--- src/hdl/led_pkg.sv ---
// Constants, types and register map of the fieldbus status LED block.
// Assumes one 50 MHz clock and firmware that posts status bits over APB.
package led_pkg;
    localparam int          TICK_US        = 1000;
    localparam int          MS_W           = 11;
    localparam int          FLICKER_MS     = 50;
    localparam int          FLASH_MS       = 200;
    localparam int          LONG_OFF_MS    = 1000;
    localparam int          CYCLIC_ON_MS   = 250;
    localparam int          CYCLIC_OFF_MS  = 250;
    localparam int          ACYC_SHORT_MS  = 50;
    localparam int          ACYC_GAP_MS    = 150;
    localparam int          ACYC_LONG_MS   = 750;
    localparam logic [7:0]  ADDR_CTRL      = 8'h00;
    localparam logic [7:0]  ADDR_COND      = 8'h04;
    localparam logic [7:0]  ADDR_STATE     = 8'h08;
    localparam logic [7:0]  ADDR_IRQ_STAT  = 8'h0C;
    localparam logic [7:0]  ADDR_IRQ_EN    = 8'h10;
    localparam logic [7:0]  ADDR_IRQ_CLR   = 8'h14;
    localparam int          C_CAN_RESET    = 0;
    localparam int          C_CAN_STOPPED  = 1;
    localparam int          C_CAN_PREOP    = 2;
    localparam int          C_CAN_OPER     = 3;
    localparam int          C_CAN_WARN     = 4;
    localparam int          C_CAN_ERR_EV   = 5;
    localparam int          C_CAN_BUS_OFF  = 6;
    localparam int          C_M_NO_CFG     = 8;
    localparam int          C_M_STACK_ERR  = 9;
    localparam int          C_M_NOT_REL    = 10;
    localparam int          C_M_ALL_OK     = 11;
    localparam int          C_M_LOST       = 12;
    localparam int          C_M_DISC       = 13;
    localparam int          C_S_RUN        = 16;
    localparam int          C_S_WRONG_CFG  = 17;
    localparam int          C_S_STOP       = 18;
    localparam int          C_S_CONN_ERR   = 19;
    localparam int          C_S_NOT_CFG    = 20;
    localparam logic [31:0] COND_MASK      = 32'h001F3F7F;
    localparam int          IRQ_W          = 3;
    localparam int          IRQ_CHANGE     = 0;
    localparam int          IRQ_BUS_OFF    = 1;
    localparam int          IRQ_ERR_EV     = 2;
    localparam logic [1:0]  CTRL_RESET     = 2'h0;
    typedef enum logic [1:0] {
        MODE_MASTER = 2'b00, MODE_SLAVE = 2'b01, MODE_CANOPEN = 2'b10, MODE_NONE = 2'b11
    } mode_type;
    typedef enum logic [2:0] {
        PAT_OFF = 3'b000, PAT_ON = 3'b001, PAT_FLICKER = 3'b010, PAT_BLINK = 3'b011,
        PAT_SINGLE = 3'b100, PAT_DOUBLE = 3'b101, PAT_CYCLIC = 3'b110, PAT_ACYCLIC = 3'b111
    } pat_type;
    typedef enum logic {
        COL_GREEN = 1'b0, COL_RED = 1'b1
    } col_type;
    typedef enum logic [1:0] {
        PH_LIT_A = 2'b00, PH_DARK_A = 2'b01, PH_LIT_B = 2'b10, PH_DARK_B = 2'b11
    } phase_type;
endpackage

--- src/hdl/fieldbus_status_led.sv ---
// Top of the fieldbus status LED block: APB registers, priority select,
// millisecond tick, interrupt and the red/green duo LED drive.
// Assumes firmware keeps the condition register current; pins are synchronous.
`timescale 1ns/1ps
module fieldbus_status_led #(
    parameter int CLK_MHZ     = 50,
    parameter int TICK_CYCLES = CLK_MHZ * led_pkg::TICK_US
) (
    // Clock, reset, enable
    input  wire logic        pclk,
    input  wire logic        presetn,
    input  wire logic        ce,
    // APB slave
    input  wire logic        psel,
    input  wire logic        penable,
    input  wire logic        pwrite,
    input  wire logic [7:0]  paddr,
    input  wire logic [31:0] pwdata,
    output logic             pready,
    output logic [31:0]      prdata,
    output logic             pslverr,
    // Duo LED and interrupt
    output logic             led_red,
    output logic             led_green,
    output logic             irq
);
    localparam int TW = $clog2(TICK_CYCLES);
    localparam logic [TW-1:0] TICK_LAST = TW'(TICK_CYCLES - 1);

    logic [TW-1:0]             tick_cnt_reg;
    logic                      tick_reg;
    logic                      pready_reg;
    logic                      pslverr_reg;
    logic [31:0]               prdata_reg;
    logic [31:0]               prdata_next;
    led_pkg::mode_type         mode_reg;
    logic [31:0]               cond_reg;
    logic [led_pkg::IRQ_W-1:0] irq_en_reg;
    logic [led_pkg::IRQ_W-1:0] irq_stat_reg;
    logic [led_pkg::IRQ_W-1:0] irq_stat_next;
    logic [led_pkg::IRQ_W-1:0] irq_ev;
    logic [led_pkg::IRQ_W-1:0] irq_clr;
    logic                      bus_off_prev_reg;
    logic                      err_ev_prev_reg;
    led_pkg::pat_type          pat_reg;
    led_pkg::col_type          col_reg;
    led_pkg::pat_type          pat_next;
    led_pkg::col_type          col_next;
    logic                      ind_change;
    logic                      lit;
    logic                      irq_reg;
    logic                      led_red_reg;
    logic                      led_green_reg;
    logic                      access;
    logic                      commit;

    assign pready    = pready_reg;
    assign pslverr   = pslverr_reg;
    assign prdata    = prdata_reg;
    assign led_red   = led_red_reg;
    assign led_green = led_green_reg;
    assign irq       = irq_reg;

    always_ff @(posedge pclk or negedge presetn) begin
        if (!presetn) begin
            tick_cnt_reg <= '0;
            tick_reg     <= 1'b0;
        end else if (ce) begin
            if (tick_cnt_reg == TICK_LAST) begin
                tick_cnt_reg <= '0;
                tick_reg     <= 1'b1;
            end else begin
                tick_cnt_reg <= tick_cnt_reg + 1'b1;
                tick_reg     <= 1'b0;
            end
        end
    end

    // Address decode, shared by write commit and error answer
    function automatic logic addr_ok(logic [7:0] a, logic wr);
        unique case (a)
            led_pkg::ADDR_CTRL,
            led_pkg::ADDR_COND,
            led_pkg::ADDR_IRQ_EN:   return 1'b1;
            led_pkg::ADDR_STATE,
            led_pkg::ADDR_IRQ_STAT: return !wr;
            led_pkg::ADDR_IRQ_CLR:  return wr;
            default:                return 1'b0;
        endcase
    endfunction

    // One wait state: answer flops are loaded in the first access cycle
    assign access = psel && penable;
    assign commit = access && pready_reg && pwrite && addr_ok(paddr, pwrite);

    always_ff @(posedge pclk or negedge presetn) begin
        if (!presetn) begin
            pready_reg  <= 1'b0;
            pslverr_reg <= 1'b0;
            prdata_reg  <= '0;
        end else if (ce) begin
            pready_reg  <= access && !pready_reg;
            pslverr_reg <= access && !pready_reg && !addr_ok(paddr, pwrite);
            if (access && !pready_reg && !pwrite)
                prdata_reg <= prdata_next;
            else
                prdata_reg <= '0;
        end
    end

    always_comb begin
        prdata_next = '0;
        unique case (paddr)
            led_pkg::ADDR_CTRL:     prdata_next[1:0] = mode_reg;
            led_pkg::ADDR_COND:     prdata_next = cond_reg;
            led_pkg::ADDR_STATE:    prdata_next[5:0] = {led_red_reg, led_green_reg, col_reg, pat_reg};
            led_pkg::ADDR_IRQ_STAT: prdata_next[led_pkg::IRQ_W-1:0] = irq_stat_reg;
            led_pkg::ADDR_IRQ_EN:   prdata_next[led_pkg::IRQ_W-1:0] = irq_en_reg;
            default:                prdata_next = '0;
        endcase
    end

    // Control, condition and interrupt enable registers
    always_ff @(posedge pclk or negedge presetn) begin
        if (!presetn) begin
            mode_reg <= led_pkg::mode_type'(led_pkg::CTRL_RESET);
        end else if (ce && commit && paddr == led_pkg::ADDR_CTRL) begin
            mode_reg <= led_pkg::mode_type'(pwdata[1:0]);
        end
    end

    always_ff @(posedge pclk or negedge presetn) begin
        if (!presetn) begin
            cond_reg <= '0;
        end else if (ce && commit && paddr == led_pkg::ADDR_COND) begin
            cond_reg <= pwdata & led_pkg::COND_MASK;
        end
    end

    always_ff @(posedge pclk or negedge presetn) begin
        if (!presetn) begin
            irq_en_reg <= '0;
        end else if (ce && commit && paddr == led_pkg::ADDR_IRQ_EN) begin
            irq_en_reg <= pwdata[led_pkg::IRQ_W-1:0];
        end
    end

    // CANopen master selection, reset ranked first, then bus-off
    function automatic logic [3:0] sel_canopen(logic [31:0] c);
        if (c[led_pkg::C_CAN_RESET])
            return {led_pkg::COL_GREEN, led_pkg::PAT_OFF};
        if (c[led_pkg::C_CAN_BUS_OFF])
            return {led_pkg::COL_RED, led_pkg::PAT_ON};
        if (c[led_pkg::C_CAN_ERR_EV])
            return {led_pkg::COL_RED, led_pkg::PAT_DOUBLE};
        if (c[led_pkg::C_CAN_WARN])
            return {led_pkg::COL_RED, led_pkg::PAT_SINGLE};
        if (c[led_pkg::C_CAN_OPER])
            return {led_pkg::COL_GREEN, led_pkg::PAT_ON};
        if (c[led_pkg::C_CAN_PREOP])
            return {led_pkg::COL_GREEN, led_pkg::PAT_BLINK};
        if (c[led_pkg::C_CAN_STOPPED])
            return {led_pkg::COL_GREEN, led_pkg::PAT_SINGLE};
        return {led_pkg::COL_GREEN, led_pkg::PAT_OFF};
    endfunction

    // Bus master communication indicator
    function automatic logic [3:0] sel_master(logic [31:0] c);
        if (c[led_pkg::C_M_DISC])
            return {led_pkg::COL_RED, led_pkg::PAT_ON};
        if (c[led_pkg::C_M_LOST])
            return {led_pkg::COL_RED, led_pkg::PAT_CYCLIC};
        if (c[led_pkg::C_M_NO_CFG] || c[led_pkg::C_M_STACK_ERR])
            return {led_pkg::COL_GREEN, led_pkg::PAT_ACYCLIC};
        if (c[led_pkg::C_M_ALL_OK])
            return {led_pkg::COL_GREEN, led_pkg::PAT_ON};
        if (c[led_pkg::C_M_NOT_REL])
            return {led_pkg::COL_GREEN, led_pkg::PAT_CYCLIC};
        return {led_pkg::COL_GREEN, led_pkg::PAT_OFF};
    endfunction

    // Bus slave communication indicator
    function automatic logic [3:0] sel_slave(logic [31:0] c);
        if (c[led_pkg::C_S_WRONG_CFG])
            return {led_pkg::COL_RED, led_pkg::PAT_ON};
        if (c[led_pkg::C_S_NOT_CFG])
            return {led_pkg::COL_RED, led_pkg::PAT_ACYCLIC};
        if (c[led_pkg::C_S_STOP] || c[led_pkg::C_S_CONN_ERR])
            return {led_pkg::COL_RED, led_pkg::PAT_CYCLIC};
        if (c[led_pkg::C_S_RUN])
            return {led_pkg::COL_GREEN, led_pkg::PAT_ON};
        return {led_pkg::COL_GREEN, led_pkg::PAT_OFF};
    endfunction

    always_comb begin
        logic [3:0] s;
        s = '0;
        unique case (mode_reg)
            led_pkg::MODE_MASTER:  s = sel_master(cond_reg);
            led_pkg::MODE_SLAVE:   s = sel_slave(cond_reg);
            led_pkg::MODE_CANOPEN: s = sel_canopen(cond_reg);
            led_pkg::MODE_NONE:    s = {led_pkg::COL_GREEN, led_pkg::PAT_OFF};
        endcase
        col_next = led_pkg::col_type'(s[3]);
        pat_next = led_pkg::pat_type'(s[2:0]);
    end

    assign ind_change = (pat_next != pat_reg) || (col_next != col_reg);

    always_ff @(posedge pclk or negedge presetn) begin
        if (!presetn) begin
            pat_reg <= led_pkg::PAT_OFF;
            col_reg <= led_pkg::COL_GREEN;
        end else if (ce && ind_change) begin
            pat_reg <= pat_next;
            col_reg <= col_next;
        end
    end

    led_pattern_gen u_pattern (
        .pclk    (pclk),
        .presetn (presetn),
        .ce      (ce),
        .tick    (tick_reg),
        .restart (ind_change),
        .pattern (pat_reg),
        .lit     (lit)
    );

    // one colour lit at a time
    always_ff @(posedge pclk or negedge presetn) begin
        if (!presetn) begin
            led_red_reg   <= 1'b0;
            led_green_reg <= 1'b0;
        end else if (ce) begin
            led_red_reg   <= lit && (col_reg == led_pkg::COL_RED);
            led_green_reg <= lit && (col_reg == led_pkg::COL_GREEN);
        end
    end

    // Events: indication change and rising bus-off or error-control bit
    always_comb begin
        irq_ev = '0;
        irq_ev[led_pkg::IRQ_CHANGE]  = ind_change;
        irq_ev[led_pkg::IRQ_BUS_OFF] = cond_reg[led_pkg::C_CAN_BUS_OFF] && !bus_off_prev_reg;
        irq_ev[led_pkg::IRQ_ERR_EV]  = cond_reg[led_pkg::C_CAN_ERR_EV] && !err_ev_prev_reg;
        irq_clr = '0;
        if (commit && paddr == led_pkg::ADDR_IRQ_CLR)
            irq_clr = pwdata[led_pkg::IRQ_W-1:0];
        // Set beats clear so a same-cycle event survives
        irq_stat_next = (irq_stat_reg & ~irq_clr) | irq_ev;
    end

    always_ff @(posedge pclk or negedge presetn) begin
        if (!presetn) begin
            bus_off_prev_reg <= 1'b0;
            err_ev_prev_reg  <= 1'b0;
            irq_stat_reg     <= '0;
            irq_reg          <= 1'b0;
        end else if (ce) begin
            bus_off_prev_reg <= cond_reg[led_pkg::C_CAN_BUS_OFF];
            err_ev_prev_reg  <= cond_reg[led_pkg::C_CAN_ERR_EV];
            irq_stat_reg     <= irq_stat_next;
            irq_reg          <= |(irq_stat_next & irq_en_reg);
        end
    end
endmodule

--- src/hdl/led_pattern_gen.sv ---
// Phase sequencer that turns a pattern code into a lit/dark level.
// Assumes a one-cycle tick each millisecond and a restart pulse on change.
`timescale 1ns/1ps
module led_pattern_gen (
    // Clock and reset
    input  wire logic              pclk,
    input  wire logic              presetn,
    input  wire logic              ce,
    // Timing and selection
    input  wire logic              tick,
    input  wire logic              restart,
    input  wire led_pkg::pat_type  pattern,
    // Level
    output logic                   lit
);
    logic [led_pkg::MS_W-1:0] ms_reg;
    led_pkg::phase_type       phase_reg;

    function automatic logic [led_pkg::MS_W-1:0] phase_ms(led_pkg::pat_type p, led_pkg::phase_type ph);
        int t;
        t = led_pkg::FLASH_MS;
        unique case (p)
            led_pkg::PAT_FLICKER: t = led_pkg::FLICKER_MS;
            led_pkg::PAT_SINGLE:  t = (ph == led_pkg::PH_DARK_A) ? led_pkg::LONG_OFF_MS : led_pkg::FLASH_MS;
            led_pkg::PAT_DOUBLE:  t = (ph == led_pkg::PH_DARK_B) ? led_pkg::LONG_OFF_MS : led_pkg::FLASH_MS;
            led_pkg::PAT_CYCLIC:  t = ph[0] ? led_pkg::CYCLIC_OFF_MS : led_pkg::CYCLIC_ON_MS;
            led_pkg::PAT_ACYCLIC: t = (ph == led_pkg::PH_DARK_B) ? led_pkg::ACYC_LONG_MS :
                                      (ph == led_pkg::PH_DARK_A) ? led_pkg::ACYC_GAP_MS : led_pkg::ACYC_SHORT_MS;
            default:              t = led_pkg::FLASH_MS;
        endcase
        return t[led_pkg::MS_W-1:0];
    endfunction

    function automatic logic four_phase(led_pkg::pat_type p);
        return (p == led_pkg::PAT_DOUBLE) || (p == led_pkg::PAT_ACYCLIC);
    endfunction

    always_ff @(posedge pclk or negedge presetn) begin
        if (!presetn) begin
            ms_reg    <= '0;
            phase_reg <= led_pkg::PH_LIT_A;
        end else if (ce) begin
            if (restart) begin
                ms_reg    <= '0;
                phase_reg <= led_pkg::PH_LIT_A;
            end else if (tick) begin
                if (ms_reg >= phase_ms(pattern, phase_reg) - 1'b1) begin
                    ms_reg <= '0;
                    if (phase_reg == led_pkg::PH_DARK_B || (phase_reg == led_pkg::PH_DARK_A && !four_phase(pattern)))
                        phase_reg <= led_pkg::PH_LIT_A;
                    else
                        phase_reg <= led_pkg::phase_type'(phase_reg + 2'b01);
                end else begin
                    ms_reg <= ms_reg + 1'b1;
                end
            end
        end
    end

    always_comb begin
        unique case (pattern)
            led_pkg::PAT_OFF: lit = 1'b0;
            led_pkg::PAT_ON:  lit = 1'b1;
            default:          lit = !phase_reg[0];
        endcase
    end
endmodule

--- config.mk ---
export PLATFORM = sky130hd
export DESIGN_NAME = fieldbus_status_led
export DESIGN_NICKNAME = d
export VERILOG_FILES = /design/src/hdl/led_pkg.sv /design/src/hdl/fieldbus_status_led.sv /design/src/hdl/led_pattern_gen.sv
export SDC_FILE = /design/constraint.sdc
export NUM_CORES = 1
export LEC_CHECK = 0
export ABC_AREA = 1
export BUFFER_PORTS_ARGS = -buffer_cell sky130_fd_sc_hd__buf_4
export CORE_ASPECT_RATIO = 0.8
export CORE_MARGIN = 5
export CORE_UTILIZATION = 51
export CTS_CLUSTER_DIAMETER = 40
export DETAILED_ROUTE_END_ITERATION = 10
export PLACE_DENSITY = 0.8
export SYNTH_ARGS = -nofsm -noshare
export SYNTH_HDL_FRONTEND = slang
export SYNTH_SLANG_ARGS = --single-unit
--- constraint.sdc ---
create_clock -name pclk -period 2.2 [get_ports pclk]
set_input_delay 0.33 -clock pclk [delete_from_list [all_inputs] [get_ports pclk]]
set_output_delay 0.33 -clock pclk [all_outputs]
set_load 0.02 [all_outputs]
==> flow_metrics.env, run 1 <==
export IMPL_whs_ns=0.195
export IMPL_row_count=31
export IMPL_drc=0
export IMPL_violations="negative setup slack"
export IMPL_initial_utilization=0.527
export IMPL_port_buffers=54
export IMPL_area_growth_pct=26.4
export IMPL_num_vias=4613
export IMPL_fin_nets=759
export IMPL_grt_overflow_total=0
export IMPL_die_y_um=97.0
export IMPL_synth_yosys_seq_area_share=0.441
export IMPL_routed_wl_mm=13.0
export IMPL_finalCriticalPeriod_ns=2.46
export IMPL_hp_class="in -> reg"
export IMPL_drt_pass1_iter_count=7
export IMPL_status="finished with violations"
export IMPL_synthArstFlopShare=1.00
export IMPL_crit_family="simple AND/OR/NAND/NOR gates"
export IMPL_final_hold_violation_count=0
export IMPL_numClockSinks=85
export IMPL_routabilityCongestion=0.914
export IMPL_cts_made_buffers=9
export IMPL_num_antenna_cells=0
export IMPL_path_max_fanout=5
export IMPL_ant_nets=0
export IMPL_nFillCells=703
export IMPL_min_period_over_period=1.12
export IMPL_crit_buf_inv=3
export IMPL_finalSetupViolations=13
export IMPL_max_slew_margin=0.634
export IMPL_cp_start_kind="register"
export IMPL_die_x_um=119
export IMPL_clk_pin_slew_ns=0.06
export IMPL_syn_cell_area_sq_um=4820
export IMPL_track_usage=0.217
export IMPL_dp_hpwl_mm=8.58
export IMPL_core_sq_um=9150
export IMPL_pre_cts_slack_ns=-0.385
export IMPL_drt_iter0_markers=337
export IMPL_io_pins=83
export IMPL_cts_buffer_depth=2
export IMPL_vias_per_cell=5.64
export IMPL_cp_required_ns=2.48
export IMPL_fmax_ghz=0.406
export IMPL_cap_violations=0
export IMPL_finalWorstSetupSlack_ns=-0.262
export IMPL_rsz0062_at_grt="true"
export IMPL_leakage_uw=0.00305
export IMPL_synthCells=617
export IMPL_slowest_delay_ns=0.49
export IMPL_clockRootBuffer="clkbuf_16"
export IMPL_drive_above_1_share=0.239
export IMPL_synth_avg_cell_area_sq_um=7.81
export IMPL_grt_pass1_vias=4506
export IMPL_crit_type="reg -> reg"
export IMPL_tightest_slew_ns=0.547
export IMPL_clk_latency_ns=0.34
export IMPL_synth_edf_count=0
export IMPL_yosys_warnings=0
export IMPL_synthFlopType="dfrtp_1"
export IMPL_power_density_nw_per_um2=657
export IMPL_htreeDepth=3
export IMPL_skew_ns=0.00593
export IMPL_yosysUniqueCellTypes=43
export IMPL_ir_drop_uv=417
export IMPL_cts_tree="yes"
export IMPL_grt_start_max_net_pins=52
export IMPL_grt_pass1_wl_mm=20.8
export IMPL_antenna_found_initial=0
export IMPL_wl_per_cell_um=15.9
export IMPL_cp_slowest_cell="dfrtp_2"
export IMPL_synth_seq_cells=85
export IMPL_slew_violations=0
export IMPL_worst_ep_arrival_time_ns=2.74
export IMPL_reg2reg_slack_ns=-0.26
export IMPL_crit_top_cell="nand2_2"
export IMPL_final_util=0.666
export IMPL_crit_chain="nand2_2 -> inv_2 -> a32oi_2 -> inv_2 -> a211oi_2 -> ha_1 -> nand2_2 -> o21ai_1 -> nand2_1 -> and3_4 -> clkinv_4 -> nor3b_2 -> nand3_2 -> nand2_2"
export IMPL_end_kind="register"
export IMPL_dieArea_sq_um=11500
-- Yosys cell counts (all sizes together), types with 3 or more instances --
cell / instances / share of area
nand2: 164 / 0.13
dfrtp: 85 / 0.44
inv: 79 / 0.062
o21ai: 60 / 0.062
nand3: 49 / 0.055
nor2: 48 / 0.042
buf: 23 / 0.036
nor3: 18 / 0.023
a21oi: 15 / 0.016
ha: 15 / 0.039
nand4: 12 / 0.016
xor2: 11 / 0.020
o22ai: 5 / 0.0065
clkbuf: 4 / 0.0031
xnor2: 4 / 0.0073
nand3b: 3 / 0.0047
nor4: 3 / 0.0039
o221ai: 3 / 0.0055
-- layer usage --
layer / GRT usage / routed length, um / part of all wire
met1: 0.276 / 5350 / 0.41
met2: 0.357 / 6250 / 0.48
met3: 0.0560 / 1010 / 0.077
met4: 0.0828 / 434 / 0.033
met5: 0 / 0 / 0
-- power breakdown --
part           internal (uW)  leakage, uW  switching [uW]
sequential              1660     0.000996             118
combinational            171      0.00189             278
clock                   1150     0.000166             632
total                   2980      0.00305            1030
-- tightest hold or removal path: cells and delay by family --
| kind | cells | cell delay [ns] |
|---|---|---|
| buffers and inverters | 1 | 0.08 |
| AO/OA/AOI/OAI | 1 | 0.05 |
| AND/OR/NAND/NOR | 1 | 0.04 |
-- cell families (layout without fill, tap and decap cells) --
kind of cell               count (synthesis)  after routing  share of synthesized area
AOI/OAI and AO/OA                         93             93                      0.106
xor gates and xnor gates                  15             15                     0.0273
adders and majority gates                 15             15                     0.0389
buffers and inverters                    107            180                      0.101
DFF                                       85             85                      0.441
muxes                                      1              1                    0.00234
other                                      2             15                    0.00156
and+or+nand+nor                          299            299                      0.282
-- layout make-up --
cell class | count | area (sq um) | area share
clock buffer | 11 | 243 | 0.0398
clock inverter | 5 | 106 | 0.0174
inverter | 80 | 308 | 0.0505
multi-input combinational | 438 | 2490 | 0.409
sequential | 85 | 2130 | 0.350
tap | 115 | 144 | 0.0236
timing repair buffer | 83 | 658 | 0.108
timing repair inverter | 1 | 11.3 | 0.00185
-- metrics by stage --
step / cells / setup TNS [ns] / area, sq um / power, uW
2_1_floorplan: 630 / -0.0126 / 4880 / 2070
5_1_grt: 818 / -3.90 / 6100 / 4170
3_3_place_gp: 790 / -1.80 / 5400 / 2200
4_1_cts: 811 / -1.45 / 5890 / 4010
6_report: 818 / -2.87 / 6100 / 4000
3_5_place_dp: 790 / -4.04 / 5400 / 2230
-- layout by cell type, fill, tap and decap left out, types with 6 or more instances in the layout --
cell type,synthesis,routed
nand2_2,1,7
inv_2,2,10
buf_4,18,78
dfrtp_1,85,81
ha_1,15,10
nand3_1,45,45
nand4_1,12,12
nor3_1,15,6
inv_1,77,68
a21oi_1,15,13
nor2_2,3,6
conb_1,2,15
nor2_1,43,37
xor2_1,11,11
nor3_2,2,9
nand2_1,160,150
o21ai_0,58,56
clkbuf_16,0,9
-- final timing paths --
check                           depth (start not counted)                                 end                   start
worst min-delay path                                    3            cond_reg[11]$_DFFE_PN0P_              pwdata[11]
worst max-delay path                                   14     u_pattern.ms_reg[5]$_DFFE_PN0P_  pat_reg[0]$_DFFE_PN0P_
min in group asynchronous                               2            cond_reg[10]$_DFFE_PN0P_                 presetn
worst min register to register                          2               prdata[1]$_DFFE_PN0P_   prdata[1]$_DFFE_PN0P_
worst max register to register                         14     u_pattern.ms_reg[5]$_DFFE_PN0P_  pat_reg[0]$_DFFE_PN0P_
max in group asynchronous                               3  u_pattern.phase_reg[0]$_DFFE_PN0P_                 presetn
-- timing repair --
action / 4_1_cts / 5_1_grt
buffers inserted: 3 / 8
hold buffers: 1 / 0
gates cloned: 1 / 0
resized for setup: 25 / 45
pin swaps: 18 / 25
hold endpoints to repair: 34 / 0
endpoints found under the setup margin: 13 / 13
No activity file was read; power rests on OpenSTA's default activity.
==> inputs of run 2 (changes only) <==
--- a/config.mk
+++ b/config.mk
@@ -9,10 +9,11 @@
 export BUFFER_PORTS_ARGS = -buffer_cell sky130_fd_sc_hd__buf_4
 export CORE_ASPECT_RATIO = 0.8
 export CORE_MARGIN = 5
-export CORE_UTILIZATION = 51
+export CORE_UTILIZATION = 50
 export CTS_CLUSTER_DIAMETER = 40
 export DETAILED_ROUTE_END_ITERATION = 10
-export PLACE_DENSITY = 0.8
+export PLACE_DENSITY = 0.79
 export SYNTH_ARGS = -nofsm -noshare
 export SYNTH_HDL_FRONTEND = slang
+export SYNTH_HIERARCHICAL = 1
 export SYNTH_SLANG_ARGS = --single-unit
==> run 2 against run 1 <==
  * The flow still finishes with violations (negative setup slack)
  * Synthesized area up 3.2%
  * Die area increased by 4.8%
  * Hold slack improved by 0.028 ns
  * Via count shrank 4.9%
  * Largest power group unchanged
==> flow_metrics.env, run 2 <==
export IMPL_violations="negative setup slack"
export IMPL_cp_start_kind="register"
export IMPL_die_x_um=122
export IMPL_reg2reg_slack_ns=-0.10
export IMPL_drt_iter0_markers=329
export IMPL_finalCriticalPeriod_ns=2.30
export IMPL_multi_input_area_sq_um=2510
export IMPL_rsz0062_at_grt="true"
export IMPL_num_antenna_cells=0
export IMPL_cts_buffer_depth=2
export IMPL_synth_top_area_cell="dfrtp_1"
export IMPL_antenna_found_initial=0
export IMPL_synthCells=632
export IMPL_p_total_uw=4290
export IMPL_min_period_over_period=1.05
export IMPL_final_hold_violation_count=0
export IMPL_numClockSinks=85
export IMPL_crit_chain="inv_2 -> nand2_2 -> nor2_4 -> nand2_1 -> nand2_1 -> nand3_1 -> nand2_1 -> nand3_2 -> nor2_2 -> inv_2 -> nor2_2 -> nand2_1 -> inv_2 -> nand2_2 -> nor2_4 -> nand3_4 -> buf_6 -> nand3_2 -> nand2_1"
export IMPL_synth_edf_count=0
export IMPL_crit_top_cell="nand2_1"
export IMPL_syn_cell_area_sq_um=4980
export IMPL_layout_common_cells="nand2_1 (157), buf_4 (99), dfrtp_1 (85), inv_1 (79), nor2_1 (37)"
export IMPL_worst_ep_arrival_time_ns=2.54
export IMPL_cts_tree="yes"
export IMPL_r2r_cells=19
export IMPL_drive_above_1_share=0.322
export IMPL_vias_per_cell=5.00
export IMPL_synthTopCellsByArea="dfrtp_1 (43%), nand2_1 (13%), inv_1 (6.3%)"
export IMPL_clockRootBuffer="clkbuf_16"
export IMPL_yosys_warnings=6
export IMPL_synthFlopType="dfrtp_1"
export IMPL_synth_avg_cell_area_sq_um=7.87
export IMPL_port_buffers=54
export IMPL_finalWorstSetupSlack_ns=-0.104
export IMPL_place_area_sq_um=5720
export IMPL_synth_most_common_cell="nand2_1"
export IMPL_clk_latency_ns=0.34
export IMPL_htreeDepth=3
export IMPL_cp_slowest_cell="dfrtp_1"
export IMPL_fin_tns_setup_ns=-1.16
export IMPL_drc=0
export IMPL_wl_per_cell_um=13.6
export IMPL_final_util=0.656
export IMPL_grt_pass1_wl_mm=20.0
export IMPL_die_y_um=99.2
export IMPL_ant_nets=0
export IMPL_fmax_ghz=0.434
export IMPL_drt_pass1_iter_count=7
export IMPL_finalSetupViolations=13
export IMPL_grt_overflow_total=0
export IMPL_rr_startpoint="mode_reg[0]$_DFFE_PN0P_"
export IMPL_routed_wl_mm=11.9
export IMPL_status="finished with violations"
export IMPL_mostFrequentLayoutCell="nand2_1"
export IMPL_cts_made_buffers=9
export IMPL_endpoint="u_pattern/phase_reg[0]$_DFFE_PN0P_"
export IMPL_row_count=32
export IMPL_yosys_top_cells_count="nand2_1 (169), dfrtp_1 (85), inv_1 (84)"
export IMPL_dp_hpwl_mm=8.52
export IMPL_dieArea_sq_um=12100
export IMPL_synth_seq_cells=85
export IMPL_regArea_sq_um=2130
export IMPL_cp_required_ns=2.43
export IMPL_finalInstanceArea_sq_um=6350
export IMPL_ir_drop_uv=381
export IMPL_power_density_nw_per_um2=676
export IMPL_nFillCells=812
export IMPL_fin_nets=798
export IMPL_hp_class="in -> reg"
export IMPL_area_growth_pct=27.7
export IMPL_setup_worst_path_start="mode_reg[0]$_DFFE_PN0P_"
export IMPL_cap_violations=0
export IMPL_slew_violations=0
export IMPL_routabilityCongestion=0.921
export IMPL_leakage_uw=0.00319
export IMPL_crit_type="reg -> reg"
export IMPL_clk_pin_slew_ns=0.07
export IMPL_synthArstFlopShare=1.00
export IMPL_yosysUniqueCellTypes=45
export IMPL_io_pins=83
export IMPL_initial_utilization=0.514
export IMPL_timing_rr_end="u_pattern/phase_reg[0]$_DFFE_PN0P_"
export IMPL_skew_ns=0.00591
export IMPL_slowest_delay_ns=0.44
export IMPL_end_kind="register"
export IMPL_grt_start_max_net_pins=37
export IMPL_num_vias=4386
export IMPL_pre_cts_slack_ns=-0.161
export IMPL_grt_pass1_vias=4382
export IMPL_core_sq_um=9690
export IMPL_track_usage=0.201
export IMPL_path_max_fanout=5
export IMPL_synth_top_area_share=0.427
export IMPL_synth_yosys_seq_area_share=0.427
## run 2: changes by cell type in the layout (fill, tap and decap cells not counted), moves of 15 or more
cell	change
o21ai_0	-40
buf_4	+21
o21ai_1	+20
nand3_1	-21
nor2_2	+15
a21oi_2	+23
## run 2: critical path, delay by kind of cell, from the launching register on
family / cells / cell delay, ns
buffers and inverters: 4 / 0.38
AND/OR/NAND/NOR: 15 / 1.37
flip-flops: 1 / 0.44
## run 2: routing by layer
metal  vias to the layer above  wire length [um]  track usage  share of wire
met5                         -                 0            0              0
met4                         0               124       0.0405          0.010
met3                        15               646       0.0432          0.054
met1                      2076              5410        0.272           0.45
met2                       109              5760        0.335           0.48
li1                       2186                 -            -              -
## run 2: timing repair
item / 4_1_cts / 5_1_grt
setup buffers: 8 / 5
pin swaps: 8 / 33
setup endpoints to repair: 13 / 14
endpoints found under the hold margin: 25 / 0
hold buffers: 1 / 0
resized for setup: 28 / 29
## run 2: worst min-delay path by stage
stage                     from                           end  cells past startpoint
finish              pwdata[12]      cond_reg[12]$_DFFE_PN0P_                      3
global route        pwdata[20]      cond_reg[20]$_DFFE_PN0P_                      3
CTS                 pwdata[20]      cond_reg[20]$_DFFE_PN0P_                      3
detailed placement     presetn   tick_cnt_reg[6]$_DFFE_PN0P_                      1
global placement       presetn   tick_cnt_reg[6]$_DFFE_PN0P_                      1
floorplan              presetn  bus_off_prev_reg$_DFFE_PN0P_                      0
## run 2: stage by stage
step	instances	hold WS, ns
global placement	848	0.266
floorplan	645	0.0344
CTS	873	0.217
global route	878	0.217
detailed placement	848	0.268
finish	878	0.223
## run 2: area by class of cell
class	count	share of cell area
timing repair buffer	108	0.137
clock buffer	10	0.0376
inverter	98	0.0579
multi-input combinational	435	0.395
sequential	85	0.335
tap	136	0.0268
clock inverter	6	0.0108
## run 2: logic make-up (layout without fill, tap and decap cells)
kind of cell,Yosys count,in the layout,synth area share
xor gates and xnor gates,10,10,0.0176
buffers and inverters,125,222,0.114
DFF,85,85,0.427
and+or+nand+nor,296,296,0.269
adders and majority gates,15,15,0.0377
other,2,15,0.00151
AOI/OAI and AO/OA,99,99,0.133
## run 2: where the power goes
part / internal (uW) / total [uW] / switching [uW]
registers: 1680 / 1830 / 143
clock network: 922 / 1580 / 663
logic: 394 / 882 / 489
total: 3000 / 4290 / 1290
==> inputs of run 3 (changes only) <==
--- a/config.mk
+++ b/config.mk
@@ -6,13 +6,13 @@
 export NUM_CORES = 1
 export LEC_CHECK = 0
 export ABC_AREA = 1
-export BUFFER_PORTS_ARGS = -buffer_cell sky130_fd_sc_hd__buf_4
 export CORE_ASPECT_RATIO = 0.8
 export CORE_MARGIN = 5
 export CORE_UTILIZATION = 50
 export CTS_CLUSTER_DIAMETER = 40
 export DETAILED_ROUTE_END_ITERATION = 10
-export PLACE_DENSITY = 0.79
+export DONT_BUFFER_PORTS = 1
+export PLACE_DENSITY = 0.72
 export SYNTH_ARGS = -nofsm -noshare
 export SYNTH_HDL_FRONTEND = slang
 export SYNTH_HIERARCHICAL = 1
==> run 3 against run 2 <==
  * Via count decreased by 4.9%
  * Global-route usage decreased by 0.57 points
  * Flip-flop and latch count unchanged
  * Clock-buffer cell count unchanged
  * Clock power decreased by 10%
  * Register-to-register slack got worse by 0.05 ns
  * The run ends with negative hold slack, negative setup slack left
  * Highest routed layer unchanged
==> flow_metrics.env, run 3 (synthesis gave the netlist of run 2 again) <==
export IMPL_status="finished with violations"
export IMPL_violations="negative hold slack, negative setup slack"
export IMPL_dp_hpwl_mm=8.13
export IMPL_port_buffers=0
export IMPL_crit_buf_inv=4
export IMPL_power_density_nw_per_um2=682
export IMPL_crit_type="reg -> reg"
export IMPL_htreeDepth=3
export IMPL_layout_common_cells="nand2_1 (166), dfrtp_1 (85), inv_1 (82), buf_4 (41), nor2_1 (40)"
export IMPL_cp_slowest_cell="dfrtp_1"
export IMPL_drt_iter0_markers=267
export IMPL_cap_violations=0
export IMPL_mostFrequentLayoutCell="nand2_1"
export IMPL_crit_cells=13
export IMPL_numClockSinks=85
export IMPL_clockRootBuffer="clkbuf_16"
export IMPL_row_count=32
export IMPL_multi_input_area_sq_um=2470
export IMPL_antenna_found_initial=0
export IMPL_cts_buffer_depth=2
export IMPL_routed_wl_mm=11.3
export IMPL_max_slew_margin=0.647
export IMPL_ant_nets=0
export IMPL_skew_ns=0.00599
export IMPL_initial_utilization=0.514
export IMPL_whs_ns=-0.321
export IMPL_cp_required_ns=2.43
export IMPL_placedCellCount=794
export IMPL_clk_pin_slew_ns=0.06
export IMPL_finalCriticalPeriod_ns=2.35
export IMPL_wl_per_cell_um=13.8
export IMPL_routabilityCongestion=0.915
export IMPL_crit_family="adder cells"
export IMPL_r2r_cells=13
export IMPL_leakage_uw=0.00285
export IMPL_die_y_um=99.2
export IMPL_track_usage=0.195
export IMPL_end_kind="register"
export IMPL_slowest_delay_ns=0.42
export IMPL_fin_cells=816
export IMPL_fmax_ghz=0.425
export IMPL_ir_drop_uv=565
export IMPL_finalWorstSetupSlack_ns=-0.154
export IMPL_drt_pass1_iter_count=5
export IMPL_dieArea_sq_um=12100
export IMPL_slew_violations=0
export IMPL_worst_ep_arrival_time_ns=2.58
export IMPL_vias_per_cell=5.11
export IMPL_min_period_over_period=1.07
export IMPL_cts_made_buffers=9
export IMPL_core_sq_um=9690
export IMPL_clk_latency_ns=0.34
export IMPL_drc=0
export IMPL_die_x_um=122
export IMPL_crit_top_cell="inv_2"
export IMPL_num_vias=4170
export IMPL_hp_class="in -> async"
export IMPL_rsz0062_at_grt="true"
export IMPL_drive_above_1_share=0.235
export IMPL_path_max_fanout=7
export IMPL_cts_tree="yes"
export IMPL_grt_pass1_vias=4116
export IMPL_fin_nets=736
export IMPL_regArea_sq_um=2130
export IMPL_cp_start_kind="register"
export IMPL_p_total_uw=3940
export IMPL_grt_pass1_wl_mm=19.0
export IMPL_tightest_slew_ns=0.529
export IMPL_grt_overflow_total=0
export IMPL_num_antenna_cells=0
export IMPL_grt_start_max_net_pins=86
export IMPL_crit_chain="inv_1 -> ha_2 -> inv_2 -> a21oi_4 -> inv_2 -> ha_4 -> xnor2_2 -> ha_1 -> nand4_1 -> nand3b_1 -> nand3_4 -> buf_12 -> a21oi_2"
export IMPL_area_growth_pct=16.1
export IMPL_finalSetupViolations=13
export IMPL_final_hold_violation_count=85
export IMPL_nFillCells=833
export IMPL_io_pins=83
==> run 3: timing repair <==
item,CTS,global route
endpoints found under the setup margin,13,13
buffers inserted,4,3
pin swaps,4,15
endpoints found under the hold margin,85,85
resized for setup,16,22
==> run 3: final cells by class <==
type / count / share of cell area
clock inverters: 6 / 0.00672
multi-input cells: 435 / 0.427
clock buffers: 10 / 0.0414
well taps: 136 / 0.0295
repair buffers: 46 / 0.0635
inverters: 98 / 0.0637
flip-flops and latches: 85 / 0.368
==> run 3: layer usage <==
metal  share of wire  wire (um)  global-route usage
met3           0.067        751              0.0608
met2            0.48       5380               0.317
met5               0          0                   0
met4           0.015        172              0.0517
met1            0.44       4970               0.254
==> run 3: worst paths after layout <==
path | from | to | slack, ns
max in group asynchronous | presetn | irq_stat_reg[2]$_DFFE_PN0P_ | 2.38
max reg2reg | u_pattern/phase_reg[1]$_DFFE_PN0P_ | u_pattern/ms_reg[6]$_DFFE_PN0P_ | -0.15
min in group pclk | ce | tick_cnt_reg[0]$_DFFE_PN0P_ | 0.07
max | u_pattern/phase_reg[1]$_DFFE_PN0P_ | u_pattern/ms_reg[6]$_DFFE_PN0P_ | -0.15
min | presetn | tick_cnt_reg[7]$_DFFE_PN0P_ | -0.32
min reg2reg | tick_cnt_reg[0]$_DFFE_PN0P_ | tick_cnt_reg[0]$_DFFE_PN0P_ | 0.50
==> run 3: worst register-to-register path, cell delays in order, from the launching register on <==
cell and delay (ns):
dfrtp_1 0.42, inv_1 0.08, ha_2 0.19, inv_2 0.06, a21oi_4 0.17, inv_2 0.07
ha_4 0.16, xnor2_2 0.12, ha_1 0.27, nand4_1 0.11, nand3b_1 0.23, nand3_4 0.16
buf_12 0.14, a21oi_2 0.05
==> run 3: where the power goes <==
| group | internal (uW) | leakage [uW] | switching (uW) | total (uW) |
|---|---|---|---|---|
| Sequential | 1680 | 0.00104 | 154 | 1840 |
| Combinational | 288 | 0.00167 | 395 | 684 |
| Clock | 791 | 0.000134 | 625 | 1420 |
| Total | 2760 | 0.00285 | 1170 | 3940 |
==> run 3: stage by stage <==
| stage | hold slack, ns | area, sq um | setup TNS [ns] | utilization | worst slack, ns |
|---|---|---|---|---|---|
| after floorplan | 0.0344 | 5020 | 0 | - | 0.0256 |
| after global placement | 0.0369 | 5310 | -1.43 | 0.548 | -0.130 |
| after detailed placement | 0.0375 | 5310 | -2.43 | 0.548 | -0.217 |
| after CTS | -0.332 | 5670 | -0.559 | 0.585 | -0.0639 |
| after global routing | -0.337 | 5780 | -3.13 | 0.596 | -0.264 |
| final | -0.321 | 5780 | -1.86 | 0.596 | -0.154 |
